--- config.mk ---
export PLATFORM = sky130hd
export DESIGN_NAME = gpio_port
export DESIGN_NICKNAME = d
export VERILOG_FILES = /design/src/gpio_port_pkg.sv /design/src/ext_irq_detect.sv /design/src/gpio_port.sv
export VERILOG_INCLUDE_DIRS = /design/src
export SDC_FILE = /design/constraint.sdc
export NUM_CORES = 1
export LEC_CHECK = 0
export BUFFER_PORTS_ARGS = -buffer_cell sky130_fd_sc_hd__buf_2
export CAP_MARGIN = 20
export CELL_PAD_IN_SITES_DETAIL_PLACEMENT = 0
export CELL_PAD_IN_SITES_GLOBAL_PLACEMENT = 1
export CORE_MARGIN = 5
export CORE_UTILIZATION = 31
export DETAILED_ROUTE_END_ITERATION = 6
export GPL_TIMING_DRIVEN = 1
export PLACE_DENSITY_LB_ADDON = 0.1
export SETUP_SLACK_MARGIN = 0.02
export SKIP_CTS_REPAIR_TIMING = 1
export SYNTH_ARGS = -nofsm -noshare
export SYNTH_HDL_FRONTEND = slang
export SYNTH_SLANG_ARGS = --single-unit
--- constraint.sdc ---
create_clock -name clk_i -period 1.98 [get_ports clk_i]
set_clock_uncertainty 0.15 [all_clocks]
set_input_delay 0.099 -clock clk_i [delete_from_list [all_inputs] [get_ports clk_i]]
set_output_delay 0.099 -clock clk_i [all_outputs]
set_load 0.005 [all_outputs]
--- src/gpio_port_consts.svh ---
// Constants for the bidirectional port with external interrupt groups
`ifndef GPIO_PORT_CONSTS_SVH
`define GPIO_PORT_CONSTS_SVH

// ==========================================================
// Port geometry
`define PORT_PINS 8
`define GROUP_PINS 4
`define IRQ_GROUPS 2
`define GROUP0_LSB 0
`define GROUP1_LSB 4

// ==========================================================
// Reset values
`define BYTE_RST 8'h00
`define SENSE_RST 2'b00
`define INVERT_RST 1'b0
`define GROUP_RST 2'b00

`endif

--- src/gpio_port_pkg.sv ---
// Types shared by the port and its interrupt detectors
package gpio_port_pkg;

  // Group sensitivity codes
  typedef enum logic [1:0] {
    SENSE_FALL_LOW = 2'b00,
    SENSE_RISE = 2'b01,
    SENSE_FALL = 2'b10,
    SENSE_BOTH = 2'b11
  } sense_type;

  // Pin mode as {direction, option}
  typedef enum logic [1:0] {
    MODE_IN_FLOAT = 2'b00,
    MODE_IN_IRQ = 2'b01,
    MODE_OUT_OD = 2'b10,
    MODE_OUT_PP = 2'b11
  } pin_mode_type;

endpackage

--- src/ext_irq_detect.sv ---
// Event detector for one group of interrupt-capable pins
module ext_irq_detect
  import gpio_port_pkg::*;
#(
  parameter int WIDTH = 4
) (
  input wire logic [WIDTH-1:0] level_i,
  input wire logic [WIDTH-1:0] prev_i,
  input wire logic [WIDTH-1:0] en_i,
  input wire sense_type sense_i,
  input wire logic invert_i,
  output wire logic hit_o
);

  // ==========================================================
  // Polarity inversion turns falling into rising, low into high
  wire logic [WIDTH-1:0] cur;
  wire logic [WIDTH-1:0] old;
  assign cur = invert_i ? ~level_i : level_i;
  assign old = invert_i ? ~prev_i : prev_i;

  // Per-pin edge and level terms
  wire logic [WIDTH-1:0] rise;
  wire logic [WIDTH-1:0] fall;
  wire logic [WIDTH-1:0] low;
  assign rise = cur & ~old;
  assign fall = ~cur & old;
  assign low = ~cur;

  // ==========================================================
  // Detect each pin by the group sensitivity, then OR them
  wire logic [WIDTH-1:0] det;
  assign det = (sense_i == SENSE_FALL_LOW) ? low :
               (sense_i == SENSE_RISE) ? rise :
               (sense_i == SENSE_FALL) ? fall :
               (rise | fall);
  assign hit_o = |(det & en_i);

endmodule

--- src/gpio_port.sv ---
// Eight-pin bidirectional port with alternate functions and interrupts
//
// Contract
// Eight pins, bit X controls pin X
// Input pin: data read returns pin level
// Input pin: data write only updates latch
// Output pin: driven from latch, read returns latch
// Option selects push-pull or open-drain output
// Option selects input variant: floating or pull-up
// Mode {direction, option}: 00,01,10,11 encoding
// Interrupt input raises request using group sensitivity
// Group pins detected separately then ORed
// Request latch clears on vector fetch
// Sensitivity write discards pending group request
// Request passed only if configured and unmasked
// Peripheral claim overrides direction and option
// Peripheral output forces output mode, its type
// Peripheral input: keep input mode, read pin
// Input pin with peripheral output: read peripheral
// Output pin with peripheral input: peripheral gets latch
// No alternate function on interrupt input pins
// Load latch before switching pin to output
// Avoid bit set/clear on data latch
// Shared in/out peripheral pin uses floating input
// Interrupt pin inputs pass two sync stages
module gpio_port
  import gpio_port_pkg::*;
(
  input wire logic clk_i,
  input wire logic rstn_i,
  // Core register writes and read-back
  input wire logic [7:0] wdata_i,
  input wire logic data_wr_i,
  input wire logic dir_wr_i,
  input wire logic opt_wr_i,
  output logic [7:0] data_rd_o,
  output logic [7:0] dir_o,
  output logic [7:0] opt_o,
  // External interrupt sensitivity and core state
  input wire logic [1:0] ext_irq_sense_wr_i,
  input wire logic [1:0] ext_irq_sense_i,
  input wire logic ext_irq_invert_i,
  input wire logic core_level3_i,
  input wire logic core_irq_mask_i,
  input wire logic [1:0] vec_fetch_i,
  output logic [1:0] irq_req_o,
  // Peripheral alternate functions
  input wire logic [7:0] alt_en_i,
  input wire logic [7:0] alt_drive_i,
  input wire logic [7:0] alt_od_i,
  input wire logic [7:0] alt_out_i,
  output logic [7:0] alt_in_o,
  // Package pins
  input wire logic [7:0] pin_i,
  output logic [7:0] pin_o,
  output logic [7:0] pin_oe_o,
  output logic [7:0] pull_en_o
);

`include "gpio_port_consts.svh"

  // ==========================================================
  // Registers
  logic [7:0] pin_data_latch_reg;
  logic [7:0] dir_reg;
  logic [7:0] opt_reg;
  logic [7:0] pin_meta_reg;
  logic [7:0] pin_sync_reg;
  logic [7:0] pin_prev_reg;
  sense_type sense_reg [`IRQ_GROUPS];
  logic [1:0] invert_reg;
  logic [1:0] pend_reg;
  logic [1:0] pend_next;

  // ==========================================================
  // Per-pin mode decode
  wire logic [7:0] alt_drive;
  wire logic [7:0] out_mode;
  wire logic [7:0] drive_val;
  wire logic [7:0] drive_od;
  wire logic [7:0] oe_next;
  wire logic [7:0] rd_next;
  wire logic [7:0] alt_in_next;
  wire logic [7:0] pull_next;
  wire logic [7:0] irq_pin_en;

  // Peripheral drives only pins it has claimed
  assign alt_drive = alt_en_i & alt_drive_i;
  // Output when direction set or peripheral drives
  assign out_mode = dir_reg | alt_drive;
  // Value from peripheral when it drives, else latch
  assign drive_val = (alt_drive & alt_out_i) |
                     (~alt_drive & pin_data_latch_reg);
  // Open-drain from peripheral choice, else option clear
  assign drive_od = (alt_drive & alt_od_i) |
                    (~alt_drive & ~opt_reg);
  // Open-drain enables only for a low level
  assign oe_next = out_mode & (~drive_od | ~drive_val);
  // Pull-up on input pins with option set
  assign pull_next = ~out_mode & opt_reg;
  // Read source per pin
  assign rd_next = (~dir_reg & alt_drive & alt_out_i) |
                   (dir_reg & pin_data_latch_reg) |
                   (~dir_reg & ~alt_drive & pin_sync_reg);
  // Peripheral input sees latch on output pins
  assign alt_in_next = (dir_reg & pin_data_latch_reg) |
                       (~dir_reg & pin_sync_reg);
  // Interrupt input is mode 01 without alternate claim
  assign irq_pin_en = ~dir_reg & opt_reg & ~alt_en_i;

  // ==========================================================
  // Data latch, direction and option registers
  always_ff @(posedge clk_i or negedge rstn_i) begin
    if (!rstn_i) begin
      pin_data_latch_reg <= `BYTE_RST;
      dir_reg <= `BYTE_RST;
      opt_reg <= `BYTE_RST;
    end else begin
      if (data_wr_i) begin
        pin_data_latch_reg <= wdata_i;
      end
      if (dir_wr_i) begin
        dir_reg <= wdata_i;
      end
      if (opt_wr_i) begin
        opt_reg <= wdata_i;
      end
    end
  end

  // ==========================================================
  // Two-stage pin synchroniser plus previous sample
  always_ff @(posedge clk_i or negedge rstn_i) begin
    if (!rstn_i) begin
      pin_meta_reg <= `BYTE_RST;
      pin_sync_reg <= `BYTE_RST;
      pin_prev_reg <= `BYTE_RST;
    end else begin
      pin_meta_reg <= pin_i;
      pin_sync_reg <= pin_meta_reg;
      pin_prev_reg <= pin_sync_reg;
    end
  end

  // ==========================================================
  // Registered pin, read and peripheral outputs
  always_ff @(posedge clk_i or negedge rstn_i) begin
    if (!rstn_i) begin
      pin_o <= `BYTE_RST;
      pin_oe_o <= `BYTE_RST;
      pull_en_o <= `BYTE_RST;
      data_rd_o <= `BYTE_RST;
      alt_in_o <= `BYTE_RST;
      dir_o <= `BYTE_RST;
      opt_o <= `BYTE_RST;
    end else begin
      pin_o <= drive_val & ~drive_od;
      pin_oe_o <= oe_next;
      pull_en_o <= pull_next;
      data_rd_o <= rd_next;
      alt_in_o <= alt_in_next;
      dir_o <= dir_reg;
      opt_o <= opt_reg;
    end
  end

  // ==========================================================
  // Sensitivity registers, written only at core level 3
  wire logic [1:0] sense_wr_ok;
  assign sense_wr_ok = ext_irq_sense_wr_i & {2{core_level3_i}};

  always_ff @(posedge clk_i or negedge rstn_i) begin
    if (!rstn_i) begin
      sense_reg[0] <= SENSE_FALL_LOW;
      sense_reg[1] <= SENSE_FALL_LOW;
      invert_reg <= `GROUP_RST;
    end else begin
      for (int g = 0; g < `IRQ_GROUPS; g++) begin
        if (sense_wr_ok[g]) begin
          sense_reg[g] <= sense_type'(ext_irq_sense_i);
          invert_reg[g] <= ext_irq_invert_i;
        end
      end
    end
  end

  // ==========================================================
  // Group event detectors
  wire logic [1:0] hit;

  ext_irq_detect #(.WIDTH(`GROUP_PINS)) u_det_lo (
    .level_i(pin_sync_reg[3:0]),
    .prev_i(pin_prev_reg[3:0]),
    .en_i(irq_pin_en[3:0]),
    .sense_i(sense_reg[0]),
    .invert_i(invert_reg[0]),
    .hit_o(hit[0])
  );

  ext_irq_detect #(.WIDTH(`GROUP_PINS)) u_det_hi (
    .level_i(pin_sync_reg[7:4]),
    .prev_i(pin_prev_reg[7:4]),
    .en_i(irq_pin_en[7:4]),
    .sense_i(sense_reg[1]),
    .invert_i(invert_reg[1]),
    .hit_o(hit[1])
  );

  // ==========================================================
  // Hidden request latches: new event beats fetch clear,
  // sensitivity write discards its group's request and event
  assign pend_next = ~sense_wr_ok &
                     (hit | (pend_reg & ~vec_fetch_i));

  always_ff @(posedge clk_i or negedge rstn_i) begin
    if (!rstn_i) begin
      pend_reg <= `GROUP_RST;
      irq_req_o <= `GROUP_RST;
    end else begin
      pend_reg <= pend_next;
      irq_req_o <= pend_next & {2{~core_irq_mask_i}};
    end
  end

  // ==========================================================
  // Checks
  chk_sync_depth: assert property (
    @(posedge clk_i) disable iff (!rstn_i)
    $past(rstn_i, 2) |-> pin_sync_reg == $past(pin_i, 2))
    else $error("pin sync depth wrong");

  chk_write_latch: assert property (
    @(posedge clk_i) disable iff (!rstn_i)
    data_wr_i |=> pin_data_latch_reg == $past(wdata_i))
    else $error("data latch not written");

  chk_input_undriven: assert property (
    @(posedge clk_i) disable iff (!rstn_i)
    ((~$past(dir_reg) & ~$past(alt_drive)) & pin_oe_o) == 8'h00)
    else $error("input pin driven");

  chk_read_input: assert property (
    @(posedge clk_i) disable iff (!rstn_i)
    ((~$past(dir_reg) & ~$past(alt_drive)) &
     (data_rd_o ^ $past(pin_sync_reg))) == 8'h00)
    else $error("input read not pin level");

  chk_read_output: assert property (
    @(posedge clk_i) disable iff (!rstn_i)
    ($past(dir_reg) &
     (data_rd_o ^ $past(pin_data_latch_reg))) == 8'h00)
    else $error("output read not latch");

  chk_open_drain: assert property (
    @(posedge clk_i) disable iff (!rstn_i)
    ($past(dir_reg & ~opt_reg & ~alt_drive) &
     ((pin_oe_o ^ ~$past(pin_data_latch_reg)) | pin_o)) == 8'h00)
    else $error("open-drain drive wrong");

  chk_push_pull: assert property (
    @(posedge clk_i) disable iff (!rstn_i)
    ($past(dir_reg & opt_reg & ~alt_drive) &
     (~pin_oe_o | (pin_o ^ $past(pin_data_latch_reg)))) == 8'h00)
    else $error("push-pull drive wrong");

  chk_alt_forces_out: assert property (
    @(posedge clk_i) disable iff (!rstn_i)
    ($past(alt_drive & ~alt_od_i) &
     (~pin_oe_o | (pin_o ^ $past(alt_out_i)))) == 8'h00)
    else $error("peripheral output not driven");

  chk_alt_read: assert property (
    @(posedge clk_i) disable iff (!rstn_i)
    ($past(~dir_reg & alt_drive) &
     (data_rd_o ^ $past(alt_out_i))) == 8'h00)
    else $error("read not peripheral output");

  chk_alt_in_latch: assert property (
    @(posedge clk_i) disable iff (!rstn_i)
    ($past(dir_reg) &
     (alt_in_o ^ $past(pin_data_latch_reg))) == 8'h00)
    else $error("peripheral input not latch");

  chk_event_sets: assert property (
    @(posedge clk_i) disable iff (!rstn_i)
    (hit[0] && !sense_wr_ok[0]) |=> pend_reg[0])
    else $error("group event lost");

  chk_fetch_clears: assert property (
    @(posedge clk_i) disable iff (!rstn_i)
    (vec_fetch_i[1] && !hit[1]) |=> !pend_reg[1])
    else $error("fetch did not clear request");

  chk_sense_discard: assert property (
    @(posedge clk_i) disable iff (!rstn_i)
    sense_wr_ok[0] |=> !pend_reg[0] && !irq_req_o[0])
    else $error("sense write kept request");

  chk_mask_blocks: assert property (
    @(posedge clk_i) disable iff (!rstn_i)
    core_irq_mask_i |=> irq_req_o == 2'b00)
    else $error("masked request passed");

  chk_config_gate: assert property (
    @(posedge clk_i) disable iff (!rstn_i)
    (irq_pin_en[3:0] == 4'h0 && !pend_reg[0]) |=> !pend_reg[0])
    else $error("request from non-irq pin");

endmodule

======== After elaboration in Yosys (flattened, before gate mapping) ========
Cells that the tools add are included.
Widths: inputs -> output; s select.
storage, ports and cells
  logic and storage cells ................. 91
  bits of input ports ..................... 62
  register bits ........................... 114
cells by class
  muxes and demuxes ....................... 10
  reductions and logical operators ........ 4
  equality and inequality tests ........... 4
  bitwise operators ....................... 54
operators with widths
  kind                count
  $and 8x8->8         16
  $not 8->8           7
  $or 8x8->8          7
  $mux 4              10
  $not 4->4           8
  $and 4x4->4         6
  $and 2x2->2         4
  $or 4x4->4          2
  $reduce_or 4->1     2
  $eq 2x1->1 const B  2
  $eq 2x2->1 const B  2
  $logic_not 2->1     2
  $not 2->2           2
  $or 2x2->2          1
  $not 1->1           1

======== Longest topological paths before layout ========
Gate-level depths: netlist of run 1.
  depth in word-level cells ............... 13
  mapped depth ............................ 8

======== Hierarchy ========
From an unflattened synthesis of run 1, not the netlist that was laid out.
unflattened totals
  cell total of the unflattened synthesis .. 384
  area, all modules ....................... 4818.4 um^2
by module, submodules not included
  module          instances  area an instance (um^2)  cells an instance
  gpio_port       1          3915.0                   280
  ext_irq_detect  2          451.7                    52

======== Worst setup path after synthesis of run 1 ========
Ideal clock, no wire load.
  path type ............................... register to register
  start ................................... register invert_reg[0]
  end ..................................... register irq_req_o[0]
  library setup time ...................... 0.104 ns
  stages on the path, launching flop included .. 9
  buffers on the path ..................... 1
  arrival ................................. 1.766 ns
  setup slack ............................. -0.040 ns
  cell sequence ........................... dfrtp_1 -> buf_6 -> xor2_1 -> inv_1 -> ha_1 -> and2_2 -> o211ai_1 -> a32oi_2 -> a221oi_1
between the ends
  longest elaborated chain between the ends .. 12
  elaborated cells on any way between the ends .. 15
  those cells by class .................... mux: 5; bitwise: 9; reduce/logical: 1
RTL lines
  element                                RTL line                                                          source
  start: declaration                     gpio_port.sv:71                                                   logic [1:0] invert_reg;
  start signal: assignment               gpio_port.sv:176                                                  invert_reg <= `GROUP_RST;
  start signal: indexed assignment       gpio_port.sv:181                                                  invert_reg[g] <= ext_irq_invert_i;
  $mux 4, on equally long branches       ext_irq_detect.sv:20, ext_irq_detect.sv:19
  $not 4->4, on equally long branches    ext_irq_detect.sv:26, ext_irq_detect.sv:27, ext_irq_detect.sv:28
  $and 4x4->4, on equally long branches  ext_irq_detect.sv:26, ext_irq_detect.sv:27
  $or 4x4->4                             ext_irq_detect.sv:36                                              (rise | fall);
  $mux 4                                 ext_irq_detect.sv:35                                              (sense_i == SENSE_FALL) ? fall :
  $mux 4                                 ext_irq_detect.sv:34                                              (sense_i == SENSE_RISE) ? rise :
  $mux 4 (*)                             ext_irq_detect.sv:33                                              assign det = (sense_i == SENSE_FALL_LOW) ? low :
  $and 4x4->4 (*)                        ext_irq_detect.sv:37                                              assign hit_o = |(det & en_i);
  $reduce_or 4->1 (*)                    ext_irq_detect.sv:37
  $or 2x2->2 (*)                         gpio_port.sv:213                                                  (hit | (pend_reg & ~vec_fetch_i));
  $and 2x2->2 (*)                        gpio_port.sv:212                                                  assign pend_next = ~sense_wr_ok &
  $and 2x2->2 (*)                        gpio_port.sv:221                                                  irq_req_o <= pend_next & {2{~core_irq_mask_i}};
  end signal: assignment                 gpio_port.sv:218                                                  irq_req_o <= `GROUP_RST;
  end signal: assignment                 gpio_port.sv:221
  end: declaration                       gpio_port.sv:46                                                   output logic [1:0] irq_req_o,
Every way passes the cells marked *; elsewhere a longest branch is shown, timed or not.
A chain may end at the register's enable or synchronous reset.

======== Worst setup path in the final report of run 1 ========
  start ................................... register invert_reg[1]
  end ..................................... register pend_reg[1]
between the ends
  longest elaborated chain between the ends .. 11
  elaborated cells on any way between the ends .. 14
  those cells by class .................... mux: 5; bitwise: 8; reduce/logical: 1
RTL lines
  element                                RTL line                                                          source
  $mux 4, on equally long branches       ext_irq_detect.sv:20, ext_irq_detect.sv:19
  $not 4->4, on equally long branches    ext_irq_detect.sv:26, ext_irq_detect.sv:27, ext_irq_detect.sv:28
  $and 4x4->4, on equally long branches  ext_irq_detect.sv:26, ext_irq_detect.sv:27
  $or 4x4->4                             ext_irq_detect.sv:36
  $mux 4                                 ext_irq_detect.sv:35
  $mux 4                                 ext_irq_detect.sv:34
  $mux 4 (*)                             ext_irq_detect.sv:33
  $and 4x4->4 (*)                        ext_irq_detect.sv:37
  $reduce_or 4->1 (*)                    ext_irq_detect.sv:37
  $or 2x2->2 (*)                         gpio_port.sv:213
  $and 2x2->2 (*)                        gpio_port.sv:212
  net pend_next[1]                       gpio_port.sv:73                                                   logic [1:0] pend_next;
  end signal: assignment                 gpio_port.sv:217                                                  pend_reg <= `GROUP_RST;
  end signal: assignment                 gpio_port.sv:220                                                  pend_reg <= pend_next;
  end: declaration                       gpio_port.sv:72                                                   logic [1:0] pend_reg;
The timed path passes the listed nets; every way through them passes the cells marked *.

==> impl_summary.log, run 1 <==
[metrics] result of the run: complete, but fails checks
[metrics] violations in the final reports: hold timing, setup timing
[metrics] Total Power Consumption: around 6.7 mW
[metrics] Syn Nets: around 450
[metrics] average detailed-routed wire length per instance: 14.5 um
[metrics] worst-path maximum fanout: 6
[metrics] filler cell count: 1348
[metrics] kind of end point of the critical path: register
[metrics] global-route wire length before repair: 17700 um
[metrics] number of design-rule violations left by the first detailed-router iteration: between 100 and 150
[metrics] via count of the first global-routing pass: approximately 3.4k
[metrics] final estimated routing congestion in global placement: between 0.7 and 0.8
[metrics] top cell type by total area after synthesis: sky130_fd_sc_hd__dfrtp_1
[metrics] fin nets: between 600 and 700
[metrics] CTS clock-pin slew for the worst setup and hold paths: roughly 50 ps
[metrics] fraction of final layout cells sized beyond drive strength 1: 0.371
[metrics] I/O pin cnt: 120
[metrics] share of the yosys chip area belonging to registers: 0.615
[metrics] average vias per placed instance: ~4.4
[metrics] Worst-Margin Slew: about 460 ps
[metrics] clock latency on the worst-skew pair: approximately 400 ps
[metrics] top routing layer used: met4
[metrics] Util after Layout: 0.479
[metrics] worst min-delay path class: primary input to register
[metrics] GRT Residual Overflow: 0
[metrics] placeable core area: approximately 15000 um2
[metrics] Crit path depth: 7
[metrics] Post-Place Worst Slack: -175 ps
[metrics] DRC errors left: 0
[metrics] Max Clk Rate: 475 MHz
[metrics] Critical path origin: invert_reg[1]
[metrics] Port Buf Inserts: ~120
[metrics] sink count of the clock tree: 114
[metrics] IR Drop Worst-Case VDD: 0.784 mV
[metrics] cell depth of the worst flop-to-flop path: 7
[metrics] Worst Slack Setup Final: -123 ps
[metrics] Hold Fails Final Rpt: 4
[metrics] routed vias: around 3.5k
[metrics] power density normalized to cell area: approximately 960 nW/um2
[metrics] die area: between 15000 and 20000 um2
[metrics] maximum number of buffers from clock root to sink: 2
[metrics] number of buffers added by the clock tree synthesis step: 17
[metrics] Cell Area, Synth: ~4600 um2
[metrics] DP HPWL: 8010 um
[metrics] top area cells in the synthesized netlist: sky130_fd_sc_hd__dfrtp_1 61%, sky130_fd_sc_hd__mux2_2 7.0%, sky130_fd_sc_hd__ha_1 4.3%
[metrics] Hold WS: -22.6 ps
[metrics] Total Routing Usage GR: 0.129
[metrics] total length of routed wires: approximately 11000 um
[metrics] Die Y: about 130 um
[metrics] layout overhead on the synthesized area: 50.5%
[metrics] root buffer cell: sky130_fd_sc_hd__clkbuf_16
[metrics] total iterations of the first detailed-routing run: 4
[metrics] initial cell density of the core: 0.318
[metrics] source of the worst register-to-register timing path: invert_reg[1]
[metrics] number of distinct library cells after synthesis: 28
[metrics] critical path cell sequence: buf_6 -> xnor2_4 -> ha_1 -> inv_1 -> mux4_2 -> a32oi_2 -> a21boi_1
[metrics] signal arrival time at the worst endpoint: approximately 2200 ps
[metrics] M1 wire length: around 5200 um
[metrics] largest net degree at the start of global routing: 36
[metrics] number of maximum-capacitance constraint violations: 0
[metrics] Clock H-tree levels: 4
[metrics] area of all placed cells without fillers: about 7000 um2
[metrics] post-detailed-route count of antenna-violating nets: 0
[metrics] CP Capture Point: pend_reg[1]
[metrics] destination of the worst register-to-register timing path: pend_reg[1]
[metrics] final critical delay including setup and external delays: 2100 ps
[metrics] number of register bits inferred by synthesis: roughly 110
[metrics] Gate Count Post-Synth: roughly 370
[metrics] Buf/Inv on CP: 2
[metrics] number of cell rows: 44
[metrics] accumulated negative setup slack: -393 ps
[metrics] count of placed standard cells including taps: between 600 and 700
[metrics] syn avg cell area: 12.6 um2
[metrics] Final Instance Count excl. Fillers: ~790
[metrics] reg2reg setup slack: -120 ps
[metrics] post-placement cell area: between 5000 and 6000 um2
[metrics] antenna violations before repair: 0
[metrics] Die Wd: 132 um
[metrics] highest-delay cell along the critical path: sky130_fd_sc_hd__mux4_2
[metrics] Setup violations, final: 4
[metrics] startpoint-to-endpoint class of the critical path: register to register
[metrics] share of the synthesized area in the top cell type: 0.615
[metrics] RSZ-0062 raised after global routing: true
[metrics] clock tree from TritonCTS: yes
[metrics] family with the most delay on the worst path: multiplexers
[metrics] worst relative slew slack: 0.693
[metrics] Crit path largest cell delay: between 400 and 500 ps
[metrics] detailed-routed wire length on met3: around 700 um
[metrics] leakage power of the design: ~3.4 nW
[metrics] launching element type of the critical path: register
[metrics] fin. max-slew vios: 0
[metrics] required time at the endpoint of the critical path: 2100 ps
[metrics] total of warnings raised by yosys: 0
[metrics] number of antenna repair diodes: 0
[metrics] Final period util: 1.06
[metrics] DR WL met2: between 5000 and 6000 um
-- metal layers --
layer,GRT usage,up-vias
met5,0,-
met4,0.0509,0
met3,0.0538,14
met1,0.168,1664
li1,-,1693
met2,0.191,89
-- where the power goes --
group	internal, mW	switching, mW
registers	2.57	0.160
logic	0.626	0.500
clock network	1.83	0.987
total	5.02	1.65
-- Yosys cell counts (all sizes together) --
master	instances
o211ai	4
mux4	2
nand3	8
mux2i	8
dfrtp	114
xor2	14
xnor2	2
a21boi	2
nor2	9
o21ai	34
nand2	20
and2	4
a311oi	2
a31o	7
ha	16
a21oi	22
a32oi	4
a221oi	2
buf	3
mux2	29
inv	27
nand2b	29
clkbuf	5
-- final cells by class --
| class | count | area [um2] | share of cell area |
|---|---|---|---|
| Clock buffer | 24 | 492 | 0.0704 |
| Clock inverter | 6 | 55.1 | 0.00788 |
| Inverter | 27 | 101 | 0.0145 |
| Multi-Input combinational cell | 218 | 1740 | 0.249 |
| Sequential cell | 114 | 2850 | 0.409 |
| Tap cell | 184 | 230 | 0.0330 |
| Timing Repair Buffer | 212 | 1520 | 0.217 |
-- worst reg2reg max path, cell delays in order (launching register included) --
cell and delay [ps]:
sky130_fd_sc_hd__dfrtp_2 460, sky130_fd_sc_hd__buf_6 150, sky130_fd_sc_hd__xnor2_4 120, sky130_fd_sc_hd__ha_1 280
sky130_fd_sc_hd__inv_1 30, sky130_fd_sc_hd__mux4_2 470, sky130_fd_sc_hd__a32oi_2 210, sky130_fd_sc_hd__a21boi_1 100
-- worst min-delay path by stage --
stage / from / cells after the start / end
3_3_place_gp: rstn_i / 1 / pin_meta_reg[7]
2_1_floorplan: rstn_i / 0 / alt_in_o[0]
3_5_place_dp: rstn_i / 1 / pin_meta_reg[7]
6_report: alt_en_i[2] / 3 / pin_o[2]
5_1_grt: alt_en_i[6] / 3 / pin_o[6]
4_1_cts: rstn_i / 1 / pin_prev_reg[7]
-- kinds of logic (layout without fill, tap and decap cells) --
| group | Yosys count | after routing | synth area share |
|---|---|---|---|
| AO/OA/AOI/OAI | 77 | 77 | 0.102 |
| XOR/XNOR | 16 | 16 | 0.0334 |
| adder cells (fa/ha/maj) | 16 | 16 | 0.0431 |
| buffers and inverters | 35 | 269 | 0.0329 |
| flip-flops | 114 | 114 | 0.615 |
| multiplexers | 39 | 39 | 0.0973 |
| AND/OR/NAND/NOR | 70 | 70 | 0.0768 |
-- placed cells by master, fill, tap and decap left out, drive strengths merged --
cell / count
mux2i: 8
buf: 141
clkbuf: 24
clkinv: 5
bufinv: 1
inv: 27
xor2: 14
nand2b: 29
a21boi: 2
mux4: 2
a32oi: 4
a21oi: 22
xnor2: 2
nor2: 9
o211ai: 4
a311oi: 2
and2: 4
a31o: 7
a221oi: 2
dlygate4sd3: 71
nand3: 8
o21ai: 34
ha: 16
nand2: 20
mux2: 29
dfrtp: 114
No activity file was read; power rests on OpenSTA's default activity.
==> inputs of run 2 (changes only) <==
==> constraint.sdc (replaced) <==
create_clock -name clk_i -period 1.98 [get_ports clk_i]
set_clock_uncertainty 0.15 [all_clocks]
set_input_delay 0.297 -clock clk_i [delete_from_list [all_inputs] [get_ports clk_i]]
set_output_delay 0.297 -clock clk_i [all_outputs]
set_load 0.005 [all_outputs]
==> run 2 against run 1 <==
Net effect: cell area is 3.2% lower; clock-buffer cell count is 1 lower; power is 5.4% higher; non-clock buffer count is 34 lower; the flow finishes with violations (setup timing); first-iteration DRC count is 5.2% higher; utilization is 1.5 points lower; setup slack worse by 4.9 ps; fmax is 0.23% lower; hold slack better by 36 ps; largest power group unchanged.
==> impl_summary.log, run 2 (synthesis results as in run 1) <==
[metrics] result of the run: complete, but fails checks
[metrics] violations in the final reports: setup timing
[metrics] accumulated negative setup slack: -453 ps (-59.8 ps)
[metrics] Post-Place Worst Slack: -259 ps (-83.9 ps)
[metrics] Util after Layout: 0.463 (-0.0153)
[metrics] worst-path maximum fanout: 6 (unchanged)
[metrics] layout overhead on the synthesized area: 45.7%
[metrics] highest-delay cell along the critical path: sky130_fd_sc_hd__dfrtp_2
[metrics] filler cell count: 1382 (+2.5%)
[metrics] instance count along the most critical hold path: 3 (unchanged)
[metrics] Total Routing Usage GR: 0.131 (+0.00172)
[metrics] fin. max-slew vios: 0 (unchanged)
[metrics] critical path cell sequence: buf_6 -> xnor2_4 -> ha_1 -> inv_1 -> mux4_2 -> a32oi_2 -> a221oi_2
[metrics] average detailed-routed wire length per instance: 14.7 um (+1.3%)
[metrics] total area of multi-input combinational cells: 1760 um2 (+1.2%)
[metrics] GRT Residual Overflow: 0 (unchanged)
[metrics] Crit path largest cell delay: 470 ps (about the same)
[metrics] Setup violations, final: 4 (unchanged)
[metrics] maximum number of buffers from clock root to sink: 2 (unchanged)
[metrics] detailed-routed wire length on met3: 655 um (-6.0%)
[metrics] reg2reg setup slack: -130 ps (about the same)
[metrics] I/O pin cnt: 120 (unchanged)
[metrics] Port Buf Inserts: 119 (unchanged)
[metrics] leakage power of the design: 3.30 nW (-2.7%)
[metrics] number of design-rule violations left by the first detailed-router iteration: 122 (+5.2%)
[metrics] total length of routed wires: 11100 um (-2.8%)
[metrics] sink of the worst hold path: pin_o[2]
[metrics] die area: 17500 um2 (unchanged)
[metrics] number of antenna repair diodes: 0 (unchanged)
[metrics] CTS clock-pin slew for the worst setup and hold paths: 50 ps (about the same)
[metrics] largest net degree at the start of global routing: 43 (+19%)
[metrics] placeable core area: 14600 um2 (unchanged)
[metrics] Max Clk Rate: 474 MHz (-0.23%)
[metrics] global-route wire length before repair: 17800 um (+1.0%)
[metrics] launching element type of the critical path: register
[metrics] family with the most delay on the worst path: flip-flops
[metrics] cell depth of the worst flop-to-flop path: 7 (unchanged)
[metrics] power density normalized to cell area: 1040 nW/um2 (+8.9%)
[metrics] DP HPWL: 7940 um (-0.91%)
[metrics] antenna violations before repair: 0 (unchanged)
[metrics] Total Power Consumption: 7.03 mW (+5.4%)
[metrics] number of maximum-capacitance constraint violations: 0 (unchanged)
[metrics] RSZ-0062 raised after global routing: true
[metrics] average vias per placed instance: 4.48 (+1.6%)
[metrics] top routing layer used: met4
[metrics] via count of the first global-routing pass: 3429 (+0.50%)
[metrics] kind of end point of the critical path: register
[metrics] Worst Slack Setup Final: -128 ps (-4.89 ps)
[metrics] final estimated routing congestion in global placement: 0.811 (+1.9%)
[metrics] post-detailed-route count of antenna-violating nets: 0 (unchanged)
[metrics] number of buffers added by the clock tree synthesis step: 17 (unchanged)
[metrics] required time at the endpoint of the critical path: 2100 ps (about the same)
[metrics] Clock H-tree levels: 4 (unchanged)
[metrics] most common cell after layout, fill and taps aside: sky130_fd_sc_hd__buf_2
[metrics] Die Wd: 132 um (unchanged)
[metrics] DRC errors left: 0 (unchanged)
[metrics] number of cell rows: 44 (unchanged)
[metrics] Final period util: 1.06 (+0.00247)
[metrics] signal arrival time at the worst endpoint: 2230 ps (about the same)
[metrics] DR WL met2: 4980 um (-5.9%)
[metrics] routed vias: 3372 (-2.5%)
[metrics] Worst-Margin Slew: 460 ps (-0.488 ps)
[metrics] IR Drop Worst-Case VDD: 0.594 mV (-24%)
[metrics] FF/Latch Area: 2850 um2 (unchanged)
[metrics] sink count of the clock tree: 114 (unchanged)
[metrics] clock tree from TritonCTS: yes
[metrics] Hold Fails Final Rpt: 0 (-4)
[metrics] Buf/Inv on CP: 2 (unchanged)
[metrics] fin nets: 634 (-5.1%)
[metrics] fraction of final layout cells sized beyond drive strength 1: 0.402 (+0.0314)
[metrics] Worst Hold Launch: alt_od_i[2]
[metrics] destination of the worst register-to-register timing path: irq_req_o[1]
[metrics] Die Y: 132 um (unchanged)
[metrics] count of placed standard cells including taps: 683 (-0.15%)
[metrics] startpoint-to-endpoint class of the critical path: register to register
[metrics] clock latency on the worst-skew pair: 410 ps (about the same)
[metrics] M1 wire length: 5270 um (+1.3%)
[metrics] Final Instance Count excl. Fillers: 753 (-4.1%)
[metrics] final critical delay including setup and external delays: 2110 ps (+4.89 ps)
[metrics] worst min-delay path class: primary input to register
[metrics] total iterations of the first detailed-routing run: 4 (unchanged)
[metrics] root buffer cell: sky130_fd_sc_hd__clkbuf_16
[metrics] source of the worst register-to-register timing path: invert_reg[1]
[metrics] initial cell density of the core: 0.318 (unchanged)
[metrics] worst relative slew slack: 0.693 (about the same)
[metrics] most frequent cells in the layout: 118 x sky130_fd_sc_hd__buf_2, 113 x sky130_fd_sc_hd__dfrtp_1, 38 x sky130_fd_sc_hd__dlygate4sd3_1, 32 x sky130_fd_sc_hd__o21ai_0, 29 x sky130_fd_sc_hd__mux2_2
-- run 2: through the flow --
step	cell area, um2	hold slack [ps]
floorplan	4660	-149
global placement	5640	125
detailed placement	5640	130
CTS	6270	-319
global route	6760	1.94
finish	6760	13.3
-- run 2: worst max-delay path by stage --
stage	startpoint	to	cells after the start
after CTS	invert_reg[1]	irq_req_o[1]	8
after global routing	invert_reg[1]	irq_req_o[1]	7
after floorplan	invert_reg[0]	irq_req_o[0]	7
final	invert_reg[1]	irq_req_o[1]	7
after detailed placement	invert_reg[1]	irq_req_o[1]	8
after global placement	invert_reg[1]	irq_req_o[1]	7
-- run 2: routing by layer --
layer | vias to the layer above | global-route usage
li1 | 1626 | -
met1 | 1638 | 0.174
met2 | 95 | 0.187
met3 | 13 | 0.0508
met4 | 0 | 0.0588
met5 | - | 0
-- run 2: worst register-to-register path: cells and delay by family, from the launching register on --
| kind | cells | cell delay [ps] |
|---|---|---|
| AO/OA/AOI/OAI | 2 | 300 |
| adder cells (fa/ha/maj) | 1 | 290 |
| buffers and inverters | 2 | 190 |
| multiplexers | 1 | 460 |
| XOR/XNOR | 1 | 120 |
| flip-flops | 1 | 470 |
-- run 2: where the power goes --
part           leakage, nW  internal (mW)  switching [mW]
Clock                0.311           2.17            1.04
Sequential            1.37           2.57           0.163
Combinational         1.62          0.592           0.498
-- run 2: layout make-up --
class	count	share of cell area
sequential	114	0.422
multi-input combinational	218	0.260
inverter	27	0.0150
clock buffer	23	0.0751
tap	184	0.0341
timing repair buffer	178	0.175
clock inverter	9	0.0185
==> inputs of run 3 (changes only) <==
--- a/config.mk
+++ b/config.mk
@@ -6,12 +6,13 @@
 export SDC_FILE = /design/constraint.sdc
 export NUM_CORES = 1
 export LEC_CHECK = 0
+export ABC_AREA = 1
 export BUFFER_PORTS_ARGS = -buffer_cell sky130_fd_sc_hd__buf_2
 export CAP_MARGIN = 20
 export CELL_PAD_IN_SITES_DETAIL_PLACEMENT = 0
 export CELL_PAD_IN_SITES_GLOBAL_PLACEMENT = 1
 export CORE_MARGIN = 5
-export CORE_UTILIZATION = 31
+export CORE_UTILIZATION = 34
 export DETAILED_ROUTE_END_ITERATION = 6
 export GPL_TIMING_DRIVEN = 1
 export PLACE_DENSITY_LB_ADDON = 0.1
==> run 3 against run 2 <==
Net effect: the flow finishes with violations (DRC, hold timing, setup timing); power decreased by 4.9%; fmax increased by 5.8%; global-route usage increased by 1.5 points; combinational power decreased by 4%; non-clock buffer count decreased by 34; die area decreased by 3.7%.
==> impl_summary.log, run 3 <==
[metrics] result of the run: complete, but fails checks
[metrics] violations in the final reports: DRC, hold timing, setup timing
[metrics] DRC errors left: 2 (+2)
[metrics] top cell type by total area after synthesis: sky130_fd_sc_hd__dfrtp_1
[metrics] cell-internal power: 4.93 mW (-7.4%)
[metrics] M1 wire length: 5200 um (-1.3%)
[metrics] share of the yosys chip area belonging to registers: 0.584 (-0.0307)
[metrics] Cell Area, Synth: 4880 um2 (+5.3%)
[metrics] Worst Slack Setup Final: -11.6 ps (+116 ps)
[metrics] Post-synth top flop: sky130_fd_sc_hd__dfrtp_1
[metrics] DP HPWL: 8660 um (+9.1%)
[metrics] Buf/Inv on CP: 3 (+1)
[metrics] placeable core area: 14000 um2 (-4.1%)
[metrics] number of maximum-capacitance constraint violations: 0 (unchanged)
[metrics] Max Clk Rate: 502 MHz (+5.8%)
[metrics] post-synthesis async set-or-reset flop share: 1.00 (unchanged)
[metrics] number of design-rule violations left by the first detailed-router iteration: 217 (+78%)
[metrics] number of buffers added by the clock tree synthesis step: 17 (unchanged)
[metrics] average vias per placed instance: 4.43 (-1.0%)
[metrics] Total Routing Usage GR: 0.145 (+0.0145)
[metrics] Clock H-tree levels: 4 (unchanged)
[metrics] combinational share of power: 0.158 (+0.003)
[metrics] sequential power share: 0.404 (+0.016)
[metrics] GRT Residual Overflow: 0 (unchanged)
[metrics] Setup violations, final: 1 (-3)
[metrics] worst relative slew slack: 0.584 (-0.109)
[metrics] syn avg cell area: 9.47 um2 (-25%)
[metrics] power density normalized to cell area: 1000 nW/um2 (-3.6%)
[metrics] Util after Layout: 0.477 (+0.0133)
[metrics] routed vias: 3820 (+13%)
[metrics] antenna violations before repair: 1 (+1)
[metrics] via count of the first global-routing pass: 3771 (+10%)
[metrics] Synth top cells by count: 115 x sky130_fd_sc_hd__nand2_1, 114 x sky130_fd_sc_hd__dfrtp_1, 96 x sky130_fd_sc_hd__inv_1
[metrics] Hold WS: -16.9 ps (-30.2 ps)
[metrics] fin nets: 748 (+18%)
[metrics] required time at the endpoint of the critical path: 2130 ps (+30 ps)
[metrics] Port Buf Inserts: 119 (unchanged)
[metrics] clock tree from TritonCTS: yes
[metrics] Die Y: 130 um (-1.9%)
[metrics] number of antenna repair diodes: 0 (unchanged)
[metrics] number of cell rows: 43 (-2.3%)
[metrics] DR WL met2: 5750 um (+16%)
[metrics] Worst-Margin Slew: 624 ps (+164 ps)
[metrics] average detailed-routed wire length per instance: 14.0 um (-4.7%)
[metrics] worst min-delay path class: primary input to register
[metrics] CTS clock-pin slew for the worst setup and hold paths: 50 ps (about the same)
[metrics] die area: 16900 um2 (-3.7%)
[metrics] detailed-routed wire length on met3: 905 um (+38%)
[metrics] layout overhead on the synthesized area: 36.5%
[metrics] post-detailed-route count of antenna-violating nets: 0 (unchanged)
[metrics] number of register bits inferred by synthesis: 114 (unchanged)
[metrics] global-route wire length before repair: 18500 um (+3.8%)
[metrics] most frequent cells in the layout: 119 x sky130_fd_sc_hd__buf_2, 112 x sky130_fd_sc_hd__dfrtp_1, 108 x sky130_fd_sc_hd__nand2_1, 92 x sky130_fd_sc_hd__inv_1, 46 x sky130_fd_sc_hd__o21ai_0
[metrics] family with the most delay on the worst path: simple AND/OR/NAND/NOR gates
[metrics] initial cell density of the core: 0.349 (+0.0311)
[metrics] final critical delay including setup and external delays: 1990 ps (-116 ps)
[metrics] top routing layer used: met5
[metrics] fraction of final layout cells sized beyond drive strength 1: 0.311 (-0.0916)
[metrics] IR Drop Worst-Case VDD: 0.523 mV (-12%)
[metrics] Crit path largest cell delay: 440 ps (-30 ps)
[metrics] final estimated routing congestion in global placement: 0.802 (-1.0%)
[metrics] EDFF count, synth: 0 (unchanged)
[metrics] top area cells in the synthesized netlist: sky130_fd_sc_hd__dfrtp_1 58%, sky130_fd_sc_hd__nand2_1 8.8%, sky130_fd_sc_hd__inv_1 7.4%
[metrics] number of distinct library cells after synthesis: 27 (-3.6%)
[metrics] total length of routed wires: 12100 um (+9.1%)
[metrics] most frequently used cell type in the post-synthesis netlist: sky130_fd_sc_hd__nand2_1
[metrics] proportion of power drawn by the clock network: 0.438 (-0.019)
[metrics] Gate Count Post-Synth: 516 (+41%)
[metrics] Final period util: 1.01 (-0.0588)
[metrics] worst-path maximum fanout: 5 (-1)
[metrics] net switching fraction of the power: 0.262 (+0.0199)
[metrics] critical path cell sequence: buf_12 -> xnor2_4 -> inv_2 -> ha_4 -> inv_2 -> nand3_2 -> nand2_1 -> nor2_1 -> nand2_1 -> nand2_1 -> nand2_1 -> nor2_2 -> nor2_1
[metrics] kind of end point of the critical path: register
[metrics] sink count of the clock tree: 114 (unchanged)
[metrics] signal arrival time at the worst endpoint: 2140 ps (-90 ps)
[metrics] I/O pin cnt: 120 (unchanged)
[metrics] Post-Place Worst Slack: -28.4 ps (+231 ps)
[metrics] startpoint-to-endpoint class of the critical path: register to register
[metrics] RSZ-0062 raised after global routing: true
[metrics] total of warnings raised by yosys: 0 (unchanged)
[metrics] most common cell after layout, fill and taps aside: sky130_fd_sc_hd__buf_2
[metrics] sw power: 1.75 mW (+2.9%)
[metrics] total iterations of the first detailed-routing run: 7 (+3)
[metrics] clock latency on the worst-skew pair: 410 ps (about the same)
[metrics] largest net degree at the start of global routing: 115 (+170%)
[metrics] leakage power of the design: 3.61 nW (+9.4%)
[metrics] share of the synthesized area in the top cell type: 0.584 (-0.0307)
[metrics] Syn Nets: 594 (+33%)
[metrics] highest-delay cell along the critical path: sky130_fd_sc_hd__dfrtp_2
[metrics] Die Wd: 130 um (-1.9%)
[metrics] cell seen most often among critical-path stages: sky130_fd_sc_hd__nand2_1
[metrics] reg2reg setup slack: -10 ps (+120 ps)
[metrics] Hold Fails Final Rpt: 3 (+3)
[metrics] maximum number of buffers from clock root to sink: 2 (unchanged)
[metrics] launching element type of the critical path: register
[metrics] root buffer cell: sky130_fd_sc_hd__clkbuf_16
[metrics] fin. max-slew vios: 0 (unchanged)
==> run 3: cell types whose count changed after synthesis, sizes merged, moves of 8 or more <==
cell / change
nand2b: -29
o21ai: +14
mux2: -21
nand2: +102
nor2: +23
inv: +79
xor2: -14
nand3: +16
nor3: +9
mux2i: -8
a21oi: -14
==> run 3: path summary, 6_finish.rpt <==
path,cells after the start,to,startpoint
min in group asynchronous,3,pin_sync_reg[6],rstn_i
setup / recovery,13,pend_reg[0],invert_reg[0]
setup reg to reg,13,pend_reg[0],invert_reg[0]
max in group asynchronous,3,invert_reg[0],rstn_i
hold / removal,3,opt_reg[0],wdata_i[0]
hold reg to reg,0,pin_sync_reg[3],pin_meta_reg[3]
==> run 3: layout make-up <==
cell class	instances	area, um2
tap	180	225
sequential	114	2860
timing repair buffer	144	878
clock inverter	10	110
multi-input combinational	287	1720
clock buffer	21	460
inverter	106	415
fill	1363	7320
==> run 3: metrics by stage <==
stage / power (mW) / area, um2 / TNS [ps] / cells / hold slack [ps]
after floorplan: 3.25 / 4880 / 0 / 516 / -149
after CTS: 6.65 / 6270 / -138 / 843 / -176
final: 6.69 / 6670 / -11.6 / 862 / -16.9
after global routing: 7.05 / 6670 / -202 / 862 / 1.52
after detailed placement: 3.66 / 5700 / -72.5 / 812 / 186
after global placement: 3.64 / 5700 / 0 / 812 / 182
==> run 3: worst reg2reg max path: stages, from the launching register on <==
cell	delay [ps]
sky130_fd_sc_hd__dfrtp_2	440
sky130_fd_sc_hd__buf_12	170
sky130_fd_sc_hd__xnor2_4	160
sky130_fd_sc_hd__inv_2	60
sky130_fd_sc_hd__ha_4	260
sky130_fd_sc_hd__inv_2	30
sky130_fd_sc_hd__nand3_2	40
sky130_fd_sc_hd__nand2_1	50
sky130_fd_sc_hd__nor2_1	110
sky130_fd_sc_hd__nand2_1	70
sky130_fd_sc_hd__nand2_1	70
sky130_fd_sc_hd__nand2_1	70
sky130_fd_sc_hd__nor2_2	130
sky130_fd_sc_hd__nor2_1	70
==> run 3: power by group through the flow <==
stage          Sequential, mW  Combinational (mW)  Clock [mW]
3_3_place_gp             2.74               0.907           0
5_1_grt                  2.73                1.21        3.11
3_5_place_dp             2.74               0.920           0
4_1_cts                  2.70               0.926        3.02
6_report                 2.70                1.05        2.93
2_1_floorplan            2.70               0.560           0
==> run 3: cells by family (layout without fill, tap and decap cells) <==
logic type	after synthesis	after routing	synth area share
buffers and inverters	115	281	0.0986
multiplexers	8	8	0.0184
flip-flops	114	114	0.584
AO/OA/AOI/OAI	64	64	0.0715
XOR/XNOR	8	8	0.0143
AND/OR/NAND/NOR	191	191	0.172
adder cells (fa/ha/maj)	16	16	0.0410
==> run 3: layer usage <==
metal | GRT usage | vias up
li1 | - | 1902
met1 | 0.179 | 1786
met2 | 0.231 | 106
met3 | 0.0544 | 24
met4 | 0.0593 | 2
met5 | 0 | -
